<file path="config.mk">
export PLATFORM = sky130hd
export DESIGN_NAME = fei_conc_flat
export DESIGN_NICKNAME = d
export VERILOG_FILES = /design/src/fei_pkg.sv /design/src/fei_if.sv /design/src/fei_conc.sv /design/src/flat_wrapper.sv
export SDC_FILE = /design/constraint.sdc
export NUM_CORES = 1
export LEC_CHECK = 0
export BUFFER_PORTS_ARGS = -buffer_cell sky130_fd_sc_hd__buf_2
export CAP_MARGIN = 10
export CORE_ASPECT_RATIO = 1.2
export CORE_MARGIN = 2
export CORE_UTILIZATION = 45
export CTS_BUF_LIST = sky130_fd_sc_hd__clkbuf_4 sky130_fd_sc_hd__clkbuf_8 sky130_fd_sc_hd__clkbuf_16
export DETAILED_ROUTE_END_ITERATION = 12
export PLACE_DENSITY = 0.78
export SYNTH_ARGS = -nofsm -noshare
export SYNTH_HDL_FRONTEND = slang
export SYNTH_SLANG_ARGS = --single-unit
</file>
<file path="constraint.sdc">
create_clock -name clk_sys -period 2.4 [get_ports clk_sys]
set_input_delay 0.12 -clock clk_sys [delete_from_list [all_inputs] [get_ports clk_sys]]
set_output_delay 0.12 -clock clk_sys [all_outputs]
set_load 0.01 [all_outputs]
</file>
<file path="src/fei_pkg.sv">
// What the document requires of this block
// [RL1] unit identified by 5-bit port index 0..31
// [RL2] unit presents a 64-bit unique serial number
// [RL3] read all serials, then broadcast index keys
// [RL4] both phases via broadcast config operations
// [RL5] serial clock, select, direction, key, output
// [RL6] read: select high, direction low, 70 clocks
// [RL7] read cycles 0-63 return serial, msb first
// [RL8] read cycle 64 returns ID-set flag
// [RL9] read cycles 65-69 return index or zeros
// [RL10] unit drives after rise, concentrator samples fall
// [RL11] key write: direction high, 70 key bits
// [RL12] key bit 64 is one to set flag
// [RL13] last five key bits carry index, msb first
// [RL14] key changes on rise, unit samples fall
// [RL15] matching unit loads index, sets flag after
// [RL16] re-read all units and verify flag, index
// [RL17] rerun whole procedure after any power loss; the code leaves the rerun to software
// [RL18] unit exposes index read-only, tags packets; the code has no packets, only the index output
// [RL19] unit filters operations by its index; the code does no such filtering
// [RL20] power-up clears flag and index to zero
`default_nettype none
package fei_pkg;
    localparam int SERIAL_W    = 64;
    localparam int INDEX_W     = 5;
    localparam int FRAME_BITS  = 70;
    localparam int FLAG_POS    = 64;
    localparam int PORT_COUNT  = 32;
    localparam int CNT_W       = 7;
    localparam int SCLK_DIV    = 4;   // system cycles per serial clock half period
    localparam logic RD_DIR    = 1'b0;
    localparam logic WR_DIR    = 1'b1;
    typedef enum logic [2:0] {FEI_IDLE, FEI_SETUP, FEI_HIGH, FEI_LOW, FEI_DONE} fei_state_t;
endpackage
`default_nettype wire

</file>
<file path="src/fei_if.sv">
`timescale 1ns/100ps
`default_nettype none
// serial identification link between concentrator and one unit
interface fei_if;
    logic ident_serial_clock;
    logic ident_select;
    logic ident_direction;
    logic key_serial_in;
    logic unit_serial_out;
    modport conc (output ident_serial_clock, output ident_select, output ident_direction,
                  output key_serial_in, input unit_serial_out);
    modport unit (input ident_serial_clock, input ident_select, input ident_direction,
                  input key_serial_in, output unit_serial_out);
endinterface
`default_nettype wire

</file>
<file path="src/fei_conc.sv">
`timescale 1ns/100ps
`default_nettype none
// concentrator end: makes the serial clock by dividing clk_sys
module fei_conc (
    input  wire logic                         clk_sys,
    input  wire logic                         rst_n,
    fei_if.conc                               link,
    input  wire logic                         start,
    input  wire logic                         write,
    input  wire logic [fei_pkg::SERIAL_W-1:0] key_serial,
    input  wire logic [fei_pkg::INDEX_W-1:0]  key_index,
    input  wire logic                         key_set_flag,
    input  wire logic [fei_pkg::INDEX_W-1:0]  expect_index,
    output logic                              busy,
    output logic                              done,
    output logic [fei_pkg::SERIAL_W-1:0]      rd_serial,
    output logic                              rd_flag,
    output logic [fei_pkg::INDEX_W-1:0]       rd_index,
    output logic                              rd_verify_ok
);
    import fei_pkg::*;
    fei_state_t               state_reg;
    logic [CNT_W-1:0]         bit_reg;
    logic [2:0]               div_reg;
    logic [FRAME_BITS-1:0]    shift_reg;   // key out / data in
    logic                     wr_reg;
    logic                     sclk_reg;
    logic                     sel_reg;
    logic                     key_reg;
    logic [INDEX_W-1:0]       exp_reg;
    logic                     din_s1_reg;
    logic                     din_s2_reg;
    logic                     take;        // start accepted this cycle
    logic                     running;     // a frame is on the wire
    logic                     tick;        // a serial clock half period ends
    logic                     rise;        // serial clock goes high next
    logic                     fall;        // serial clock goes low next, read bit taken
    logic                     finish;      // seventy clocks done, select drops next

    // a half period is SCLK_DIV system cycles; both halves share one divider
    function automatic logic half_end(input logic [2:0] div);
        return div == 3'(SCLK_DIV-1);
    endfunction

    // sampled unit output passes two flops
    always_ff @(posedge clk_sys or negedge rst_n) begin
        if (!rst_n) begin
            din_s1_reg <= 1'b0;
            din_s2_reg <= 1'b0;
        end else begin
            din_s1_reg <= link.unit_serial_out;
            din_s2_reg <= din_s1_reg;
        end
    end

    // start is refused while a frame runs
    assign take    = state_reg == FEI_IDLE && start;
    assign running = state_reg == FEI_SETUP || state_reg == FEI_HIGH || state_reg == FEI_LOW;
    assign tick    = running && half_end(div_reg);
    assign finish  = tick && state_reg == FEI_LOW && bit_reg == CNT_W'(FRAME_BITS);
    assign rise    = tick && state_reg != FEI_HIGH && !finish;
    assign fall    = tick && state_reg == FEI_HIGH;

    // [RL3] one read or key-write frame per start; software sequences phases
    // [RL17] rerunning after a power loss is left to software
    always_ff @(posedge clk_sys or negedge rst_n) begin
        if (!rst_n) begin
            state_reg <= FEI_IDLE;
        end else begin
            case (state_reg)
                FEI_IDLE: begin
                    if (take) begin
                        state_reg <= FEI_SETUP;
                    end
                end
                FEI_SETUP: begin
                    if (tick) begin
                        state_reg <= FEI_HIGH;
                    end
                end
                FEI_HIGH: begin
                    if (tick) begin
                        state_reg <= FEI_LOW;
                    end
                end
                FEI_LOW: begin
                    if (finish) begin
                        state_reg <= FEI_DONE;
                    end else if (tick) begin
                        state_reg <= FEI_HIGH;
                    end
                end
                FEI_DONE: begin
                    state_reg <= FEI_IDLE;
                end
                default: begin
                    state_reg <= FEI_IDLE;
                end
            endcase
        end
    end

    // half-period divider; rests at zero so every frame opens with the same gap
    always_ff @(posedge clk_sys or negedge rst_n) begin
        if (!rst_n) begin
            div_reg <= '0;
        end else if (!running || tick) begin
            div_reg <= '0;
        end else begin
            div_reg <= div_reg + 3'h1;
        end
    end

    // counts serial clock falls, one per frame bit
    always_ff @(posedge clk_sys or negedge rst_n) begin
        if (!rst_n) begin
            bit_reg <= '0;
        end else if (take) begin
            bit_reg <= '0;
        end else if (fall) begin
            bit_reg <= bit_reg + 7'h01;
        end
    end

    // request held from start, so input changes cannot disturb a running frame
    always_ff @(posedge clk_sys or negedge rst_n) begin
        if (!rst_n) begin
            wr_reg  <= 1'b0;
            exp_reg <= '0;
        end else if (take) begin
            wr_reg  <= write;
            exp_reg <= expect_index;
        end
    end

    // [RL12] [RL13] key order: serial, update bit, index msb first
    // [RL10] read bits enter at the fall from the synced copy, settled two cycles
    always_ff @(posedge clk_sys or negedge rst_n) begin
        if (!rst_n) begin
            shift_reg <= '0;
        end else if (take) begin
            shift_reg <= {key_serial, key_set_flag, key_index};
        end else if (fall) begin
            shift_reg <= {shift_reg[FRAME_BITS-2:0], din_s2_reg};
        end
    end

    // [RL6] [RL11] select stands over seventy clocks
    always_ff @(posedge clk_sys or negedge rst_n) begin
        if (!rst_n) begin
            sel_reg <= 1'b0;
        end else if (take) begin
            sel_reg <= 1'b1;
        end else if (finish) begin
            sel_reg <= 1'b0;
        end
    end

    // serial clock idles low, so the unit sees no edge between frames
    always_ff @(posedge clk_sys or negedge rst_n) begin
        if (!rst_n) begin
            sclk_reg <= 1'b0;
        end else if (rise) begin
            sclk_reg <= 1'b1;
        end else if (fall) begin
            sclk_reg <= 1'b0;
        end
    end

    // [RL14] key changes with rising edge
    always_ff @(posedge clk_sys or negedge rst_n) begin
        if (!rst_n) begin
            key_reg <= 1'b0;
        end else if (rise) begin
            key_reg <= shift_reg[FRAME_BITS-1];
        end else if (finish) begin
            key_reg <= 1'b0;
        end
    end

    // done pulses for one cycle once select has dropped
    always_ff @(posedge clk_sys or negedge rst_n) begin
        if (!rst_n) begin
            done <= 1'b0;
        end else begin
            done <= state_reg == FEI_DONE;
        end
    end

    // read results latched at frame end
    // [RL16] verify flag and index against expected port
    always_ff @(posedge clk_sys or negedge rst_n) begin
        if (!rst_n) begin
            rd_serial    <= '0;
            rd_flag      <= 1'b0;
            rd_index     <= '0;
            rd_verify_ok <= 1'b0;
        end else if (state_reg == FEI_DONE && !wr_reg) begin
            rd_serial    <= shift_reg[FRAME_BITS-1 -: SERIAL_W];
            rd_flag      <= shift_reg[INDEX_W];
            rd_index     <= shift_reg[INDEX_W-1:0];
            // [RL1] index must equal port number
            rd_verify_ok <= shift_reg[INDEX_W] && shift_reg[INDEX_W-1:0] == exp_reg;
        end
    end

    assign busy                    = state_reg != FEI_IDLE;
    assign link.ident_serial_clock = sclk_reg;
    assign link.ident_select       = sel_reg;
    // [RL4] [RL5] direction low read, high write
    assign link.ident_direction    = sel_reg ? wr_reg : RD_DIR;
    assign link.key_serial_in      = key_reg;
endmodule
`default_nettype wire

</file>
<file path="src/flat_wrapper.sv">
// flat-port wrapper written by rule: the top's interface ports become plain ports
module fei_conc_flat import fei_pkg::*;
  (clk_sys, rst_n, start, write, key_serial, key_index, key_set_flag, expect_index, busy, done, rd_serial, rd_flag, rd_index, rd_verify_ok, link_ident_serial_clock, link_ident_select, link_ident_direction, link_key_serial_in, link_unit_serial_out);
  fei_if link_i ();
  input  wire logic clk_sys;
  input  wire logic rst_n;
  input  wire logic start;
  input  wire logic write;
  input  wire logic [fei_pkg::SERIAL_W-1:0] key_serial;
  input  wire logic [fei_pkg::INDEX_W-1:0] key_index;
  input  wire logic key_set_flag;
  input  wire logic [fei_pkg::INDEX_W-1:0] expect_index;
  output logic busy;
  output logic done;
  output logic [fei_pkg::SERIAL_W-1:0] rd_serial;
  output logic rd_flag;
  output logic [fei_pkg::INDEX_W-1:0] rd_index;
  output logic rd_verify_ok;
  output wire logic [$bits(link_i.ident_serial_clock)-1:0] link_ident_serial_clock;
  output wire logic [$bits(link_i.ident_select)-1:0] link_ident_select;
  output wire logic [$bits(link_i.ident_direction)-1:0] link_ident_direction;
  output wire logic [$bits(link_i.key_serial_in)-1:0] link_key_serial_in;
  input wire logic [$bits(link_i.unit_serial_out)-1:0] link_unit_serial_out;
  assign link_ident_serial_clock = link_i.ident_serial_clock;
  assign link_ident_select = link_i.ident_select;
  assign link_ident_direction = link_i.ident_direction;
  assign link_key_serial_in = link_i.key_serial_in;
  assign link_i.unit_serial_out = link_unit_serial_out;
  fei_conc u_core (.clk_sys(clk_sys), .rst_n(rst_n), .link(link_i), .start(start), .write(write), .key_serial(key_serial), .key_index(key_index), .key_set_flag(key_set_flag), .expect_index(expect_index), .busy(busy), .done(done), .rd_serial(rd_serial), .rd_flag(rd_flag), .rd_index(rd_index), .rd_verify_ok(rd_verify_ok));
endmodule
</file>
### Word-level counts from Yosys, hierarchy flattened

Index checks and enable logic that the tools add are counted.

| cells by class | value |
|---|---|
| reductions and logical operators | 22 |
| muxes and demuxes | 16 |
| add/sub/neg operators | 2 |
| equality and inequality tests | 10 |

Operators with widths:

| operator | count |
|---|---|
| 70-bit 2-to-1 mux | 2 |
| 3-bit 2-to-1 mux | 5 |
| 7-bit 2-to-1 mux | 2 |
| 3-bit case mux with 4 select lines | 1 |
| 3-bit by 2-bit equality test with 1-bit output, second input constant | 3 |
| 1-bit logical AND | 9 |
| 2-bit nonzero test | 4 |
| 7-bit by 1-bit adder with 7-bit output, second input constant | 1 |
| 7-bit equality test, second input constant | 1 |
| 1-bit 2-to-1 mux | 6 |
| 5-bit equality test | 1 |
| 2-bit by 1-bit inequality test with 1-bit output, second input constant | 2 |
| 3-bit by 1-bit adder with 3-bit output, second input constant | 1 |
| 3-bit by 1-bit equality test with 1-bit output, second input constant | 1 |
| 3-bit equality test, second input constant | 1 |
| 1-bit logical NOT | 3 |
| 3-bit logical NOT | 1 |
| 1-bit logical OR | 3 |
| 3-bit by 2-bit inequality test with 1-bit output, second input constant | 1 |
| 3-bit nonzero test | 1 |
| 2-bit AND reduction | 1 |

| storage, ports and cells | value |
|---|---|
| logic and storage cells | 66 |
| output and inout port bits | 77 |
| bits of input ports | 80 |
| register bits | 166 |

### Depth between registers and ports, before layout

| logic depth | value |
|---|---|
| depth after elaboration | 9 |
| mapped depth | 8 |

### Worst setup path after synthesis

OpenSTA, ideal clock, no wires.

| timing | value |
|---|---|
| path type | register to register |
| start | register u_core.div_reg[0] |
| end | register u_core.shift_reg[29] |
| period minus slack after synthesis | 1771 ps |
| library setup time | 135 ps |
| setup slack | 629 ps |
| arrival time | 1636 ps |
| cell stages (with the launch flop) | 9 |
| cell sequence | dfrtp_1 > ha_1 > ha_1 > clkbuf_1 > and4bb_2 > buf_4 > buf_4 > mux2i_1 > o21ai_0 |

| between the ends | value |
|---|---|
| cells in the longest elaborated chain, start to end | 4 |

Ends and longest elaborated chain:

| element | RTL line | source |
|---|---|---|
| start, declared | fei_conc.sv:24 | `logic [2:0] div_reg;` |
| start signal, assigned | fei_conc.sv:110 | `div_reg <= div_reg + 3'h1;` |
| 3-bit by 2-bit equality test with 1-bit output | fei_conc.sv:42 | `return div == 3'(SCLK_DIV-1);` |
| 1-bit logical AND | fei_conc.sv:59 | `assign tick = running && half_end(div_reg);` |
| 1-bit logical AND | fei_conc.sv:62 | `assign fall = tick && state_reg == FEI_HIGH;` |
| 2-bit nonzero test (no source line) | - |  |
| end signal, assigned | fei_conc.sv:142 | `shift_reg <= {key_serial, key_set_flag, key_index};` |
| end signal, assigned | fei_conc.sv:144 | `shift_reg <= {shift_reg[FRAME_BITS-2:0], din_s2_reg};` |
| end, declared | fei_conc.sv:25 | `logic [FRAME_BITS-1:0] shift_reg;` |

No other way between the ends.
A chain may end at the register's enable or synchronous reset.

### Worst setup path in the final report

| timing | value |
|---|---|
| start | register u_core.div_reg[0] |
| end | register u_core.bit_reg[3] |

| between the ends | value |
|---|---|
| cells in the longest elaborated chain, start to end | 4 |

Ends and longest elaborated chain:

| element | RTL line | source |
|---|---|---|
| 3-bit by 2-bit equality test with 1-bit output | fei_conc.sv:42 |  |
| 1-bit logical AND | fei_conc.sv:59 |  |
| 1-bit logical AND | fei_conc.sv:62 |  |
| 2-bit nonzero test (no source line) | - |  |
| end signal, assigned | fei_conc.sv:121 | `bit_reg <= bit_reg + 7'h01;` |
| end, declared | fei_conc.sv:23 | `logic [CNT_W-1:0] bit_reg;` |

No other way between the ends.

==> results.toml <==
[status]
status = "finished, final reports clean"

[placement]
placed_area_um2 = 8050
io_buffers = 156
hpwlAfterDp_um = 9400
globalplace.congestion = 0.767

[routing]
dr_total_vias = 5113
postRouteAntennaNets = 0
post_drt_wl_per_cell_um = 15.7
first_pass_iters = 4
routed_wl_um = 15800
drc = 0
vias_per_cell = 5.07
drt_iter0_markers = 266

[clock_tree]
worstSkewPairLatency_ns = 0.42
clock-sinks = 166
cts.clk_slew.worst_paths_ns = 0.06
cts_buffers = 17
cts-htree-levels = 4
clockBufferDepth = 2
cts.repair.resized = 0
cts_tree = "built"
clock-root-buffer = "clkbuf_16"

[timing]
period_share_pct = 82.2
tns_ns = 0
hold_ws_ns = 0.265
setup_viol = 0
finalHoldViolations = 0
slew_headroom_pct = 53.9
fin_crit_ns = 1.97
max_freq_mhz = 507
fin_skew_ns = 0.00802
rsz0062_at_grt = "no"
slew_violations = 0
worstMarginPinSlew_ns = 0.692

[critical_path]
worstReg2RegStart = "u_core.div_reg[0]"
endpoint_kind = "register"
path_max_fanout = 9
cp.required_ns = 2.74
critPathLaunchType = "register"
timing.critical_path.mode_cell = "ha_1"
worstPathArrival_ns = 2.32
criticalPathCategory = "reg2reg"
crit_path_max_incr_delay_ns = 0.35
crit_start = "u_core.div_reg[0]"
crit_slowest_cell = "dfrtp_1"
path_cells = "ha_1 > ha_1 > nand4bb_1 > buf_4 > or3_1 > a21oi_1"

[final_layout]
largest_reg_flops = 70
n_fill_cell = 1224
final_area_um2 = 9450
multi_input_area_um2 = 2650
seqCellArea_um2 = 4150
diodes = 0
syn_to_final_growth_pct = 33.5
drive_above_1_share_pct = 33.7
nets = 873

[floorplan]
io_pins = 157
start_util_pct = 45.6
die_x_um = 118
core_um2 = 15500
die_area_um2 = 16800
die_y_um = 141
num_rows = 50

[grt]
grt_max_degree = 73
antenna_found_initial = 0
grt_pass1_vias = 5301
track_usage_pct = 19.6
grt_pass1_wl_um = 26300
grt_overflow = 0

[hold_path]
hp-class = "in2reg"
hold_path_startpoint = "start"

[pwr]
p_leak_nw = 4.44
p_per_area_nw_per_um2 = 921
ir_worst_vdd_mv = 0.674

[flow_run]
max-cap-violations = 0

[yosys]
yosysUniqueCellTypes = 36
yosysSeqAreaShare_pct = 58.7
yosysWarnings = 0
ys_ff_latch = 166
syn_avg_cell_area_um2 = 12.6
synth_area_um2 = 7080
ys.flop_type = "dfrtp_1"
postSynthCellCount = 563
synth_nets = 647
synth_edf_count = 0
synthArstFlopShare_pct = 100
==> synth_stat cells, drive strengths merged (2+ instances only) <==
library cell | instances | share of area (%)
dfrtp | 166 | 59
a211oi | 2 | 0.21
clkbuf | 7 | 0.37
and3b | 2 | 0.25
mux2i | 71 | 10
and2 | 3 | 0.27
inv | 6 | 0.32
nand2 | 78 | 4.1
o21ai | 75 | 5.3
ha | 4 | 0.71
xnor2 | 5 | 0.62
buf | 30 | 3.3
nor4b | 2 | 0.55
nand3 | 5 | 0.35
mux2 | 76 | 12
nand2b | 2 | 0.18
or3 | 6 | 0.53
a21oi | 7 | 0.49
nor2 | 4 | 0.21
==> worst paths after layout <==
kind	to	slack [ns]	cells after the start
hold / removal	u_core.state_reg[0]	0.27	4
min in group asynchronous	u_core.rd_index[3]	0.28	2
setup reg to reg	u_core.bit_reg[3]	0.43	6
setup / recovery	u_core.bit_reg[3]	0.43	6
max in group asynchronous	u_core.shift_reg[22]	1.39	3
hold reg to reg	u_core.din_s2_reg	0.35	0
==> report_power, final <==
group | total (mW) | switching, mW | internal, mW
Combinational | 1.69 | 0.800 | 0.888
Sequential | 4.21 | 0.654 | 3.55
Clock | 2.81 | 1.13 | 1.68
Total | 8.70 | 2.59 | 6.12
==> critical path: cells and delay by family, from the launching register on <==
| kind | cells | cell delay [ns] |
|---|---|---|
| DFF | 1 | 0.35 |
| AOI/OAI and AO/OA | 1 | 0.14 |
| adders and majority gates | 2 | 0.46 |
| buffers and inverters | 1 | 0.28 |
| and+or+nand+nor | 2 | 0.67 |
==> cell usage in the layout (no fill, tap or decap), drive strengths merged, types with 2 or more instances in the layout <==
cell	Yosys	final
clkbuf	7	18
and3b	2	2
inv	6	8
a21oi	7	7
and2	3	3
nor4b	2	2
mux2	76	76
xnor2	5	5
o21ai	75	75
ha	4	4
or3	6	6
clkinvlp	0	2
mux2i	71	71
dfrtp	166	166
bufinv	0	3
nand3	5	5
nor2	4	4
nand2b	2	2
buf	30	166
clkinv	0	6
a211oi	2	2
nand2	78	78
dlygate4sd3	0	78
==> kinds of logic after synthesis <==
logic type | after synthesis | synth area share, %
xor+xnor | 5 | 0.619
mux | 147 | 22.1
flops | 166 | 58.7
compound gates | 88 | 6.43
simple gates | 110 | 7.42
buf+inv | 43 | 4.00
fa+ha+maj | 4 | 0.707
==> per-layer routing <==
| layer | track usage (%) | vias up | routed length [µm] |
|---|---|---|---|
| met5 | 0 | - | 0 |
| met4 | 8.40 | 0 | 415 |
| met3 | 4.30 | 28 | 564 |
| met2 | 33.5 | 126 | 8040 |
| met1 | 24.0 | 2539 | 6780 |
| li1 | - | 2420 | - |
==> final cells by class <==
type	count	share of cell area [%]
inverter	6	0.238
tap	208	2.75
timing repair buffer	244	18.5
clock inverter	13	1.84
sequential	166	44.0
multi-input combinational	354	28.1
clock buffer	18	4.65
==> what timing repair did <==
item / 4_1_cts / 5_1_grt
hold buffers: 78 / 0
endpoints found under the hold margin: 145 / 0
buffers inserted: 0 / 0
endpoints found under the setup margin: 0 / 0
==> metrics by stage <==
| stage | worst slack, ns | power [mW] | utilization (%) | instances |
|---|---|---|---|---|
| floorplan | 0.629 | 5.26 | - | 563 |
| global placement | 0.536 | 5.74 | 51.9 | 900 |
| detailed placement | 0.469 | 5.84 | 51.9 | 900 |
| CTS | 0.453 | 8.79 | 60.9 | 1009 |
| global route | 0.296 | 9.22 | 60.9 | 1009 |
| finish | 0.426 | 8.70 | 60.9 | 1009 |
Power figures use the tool's default switching activity.
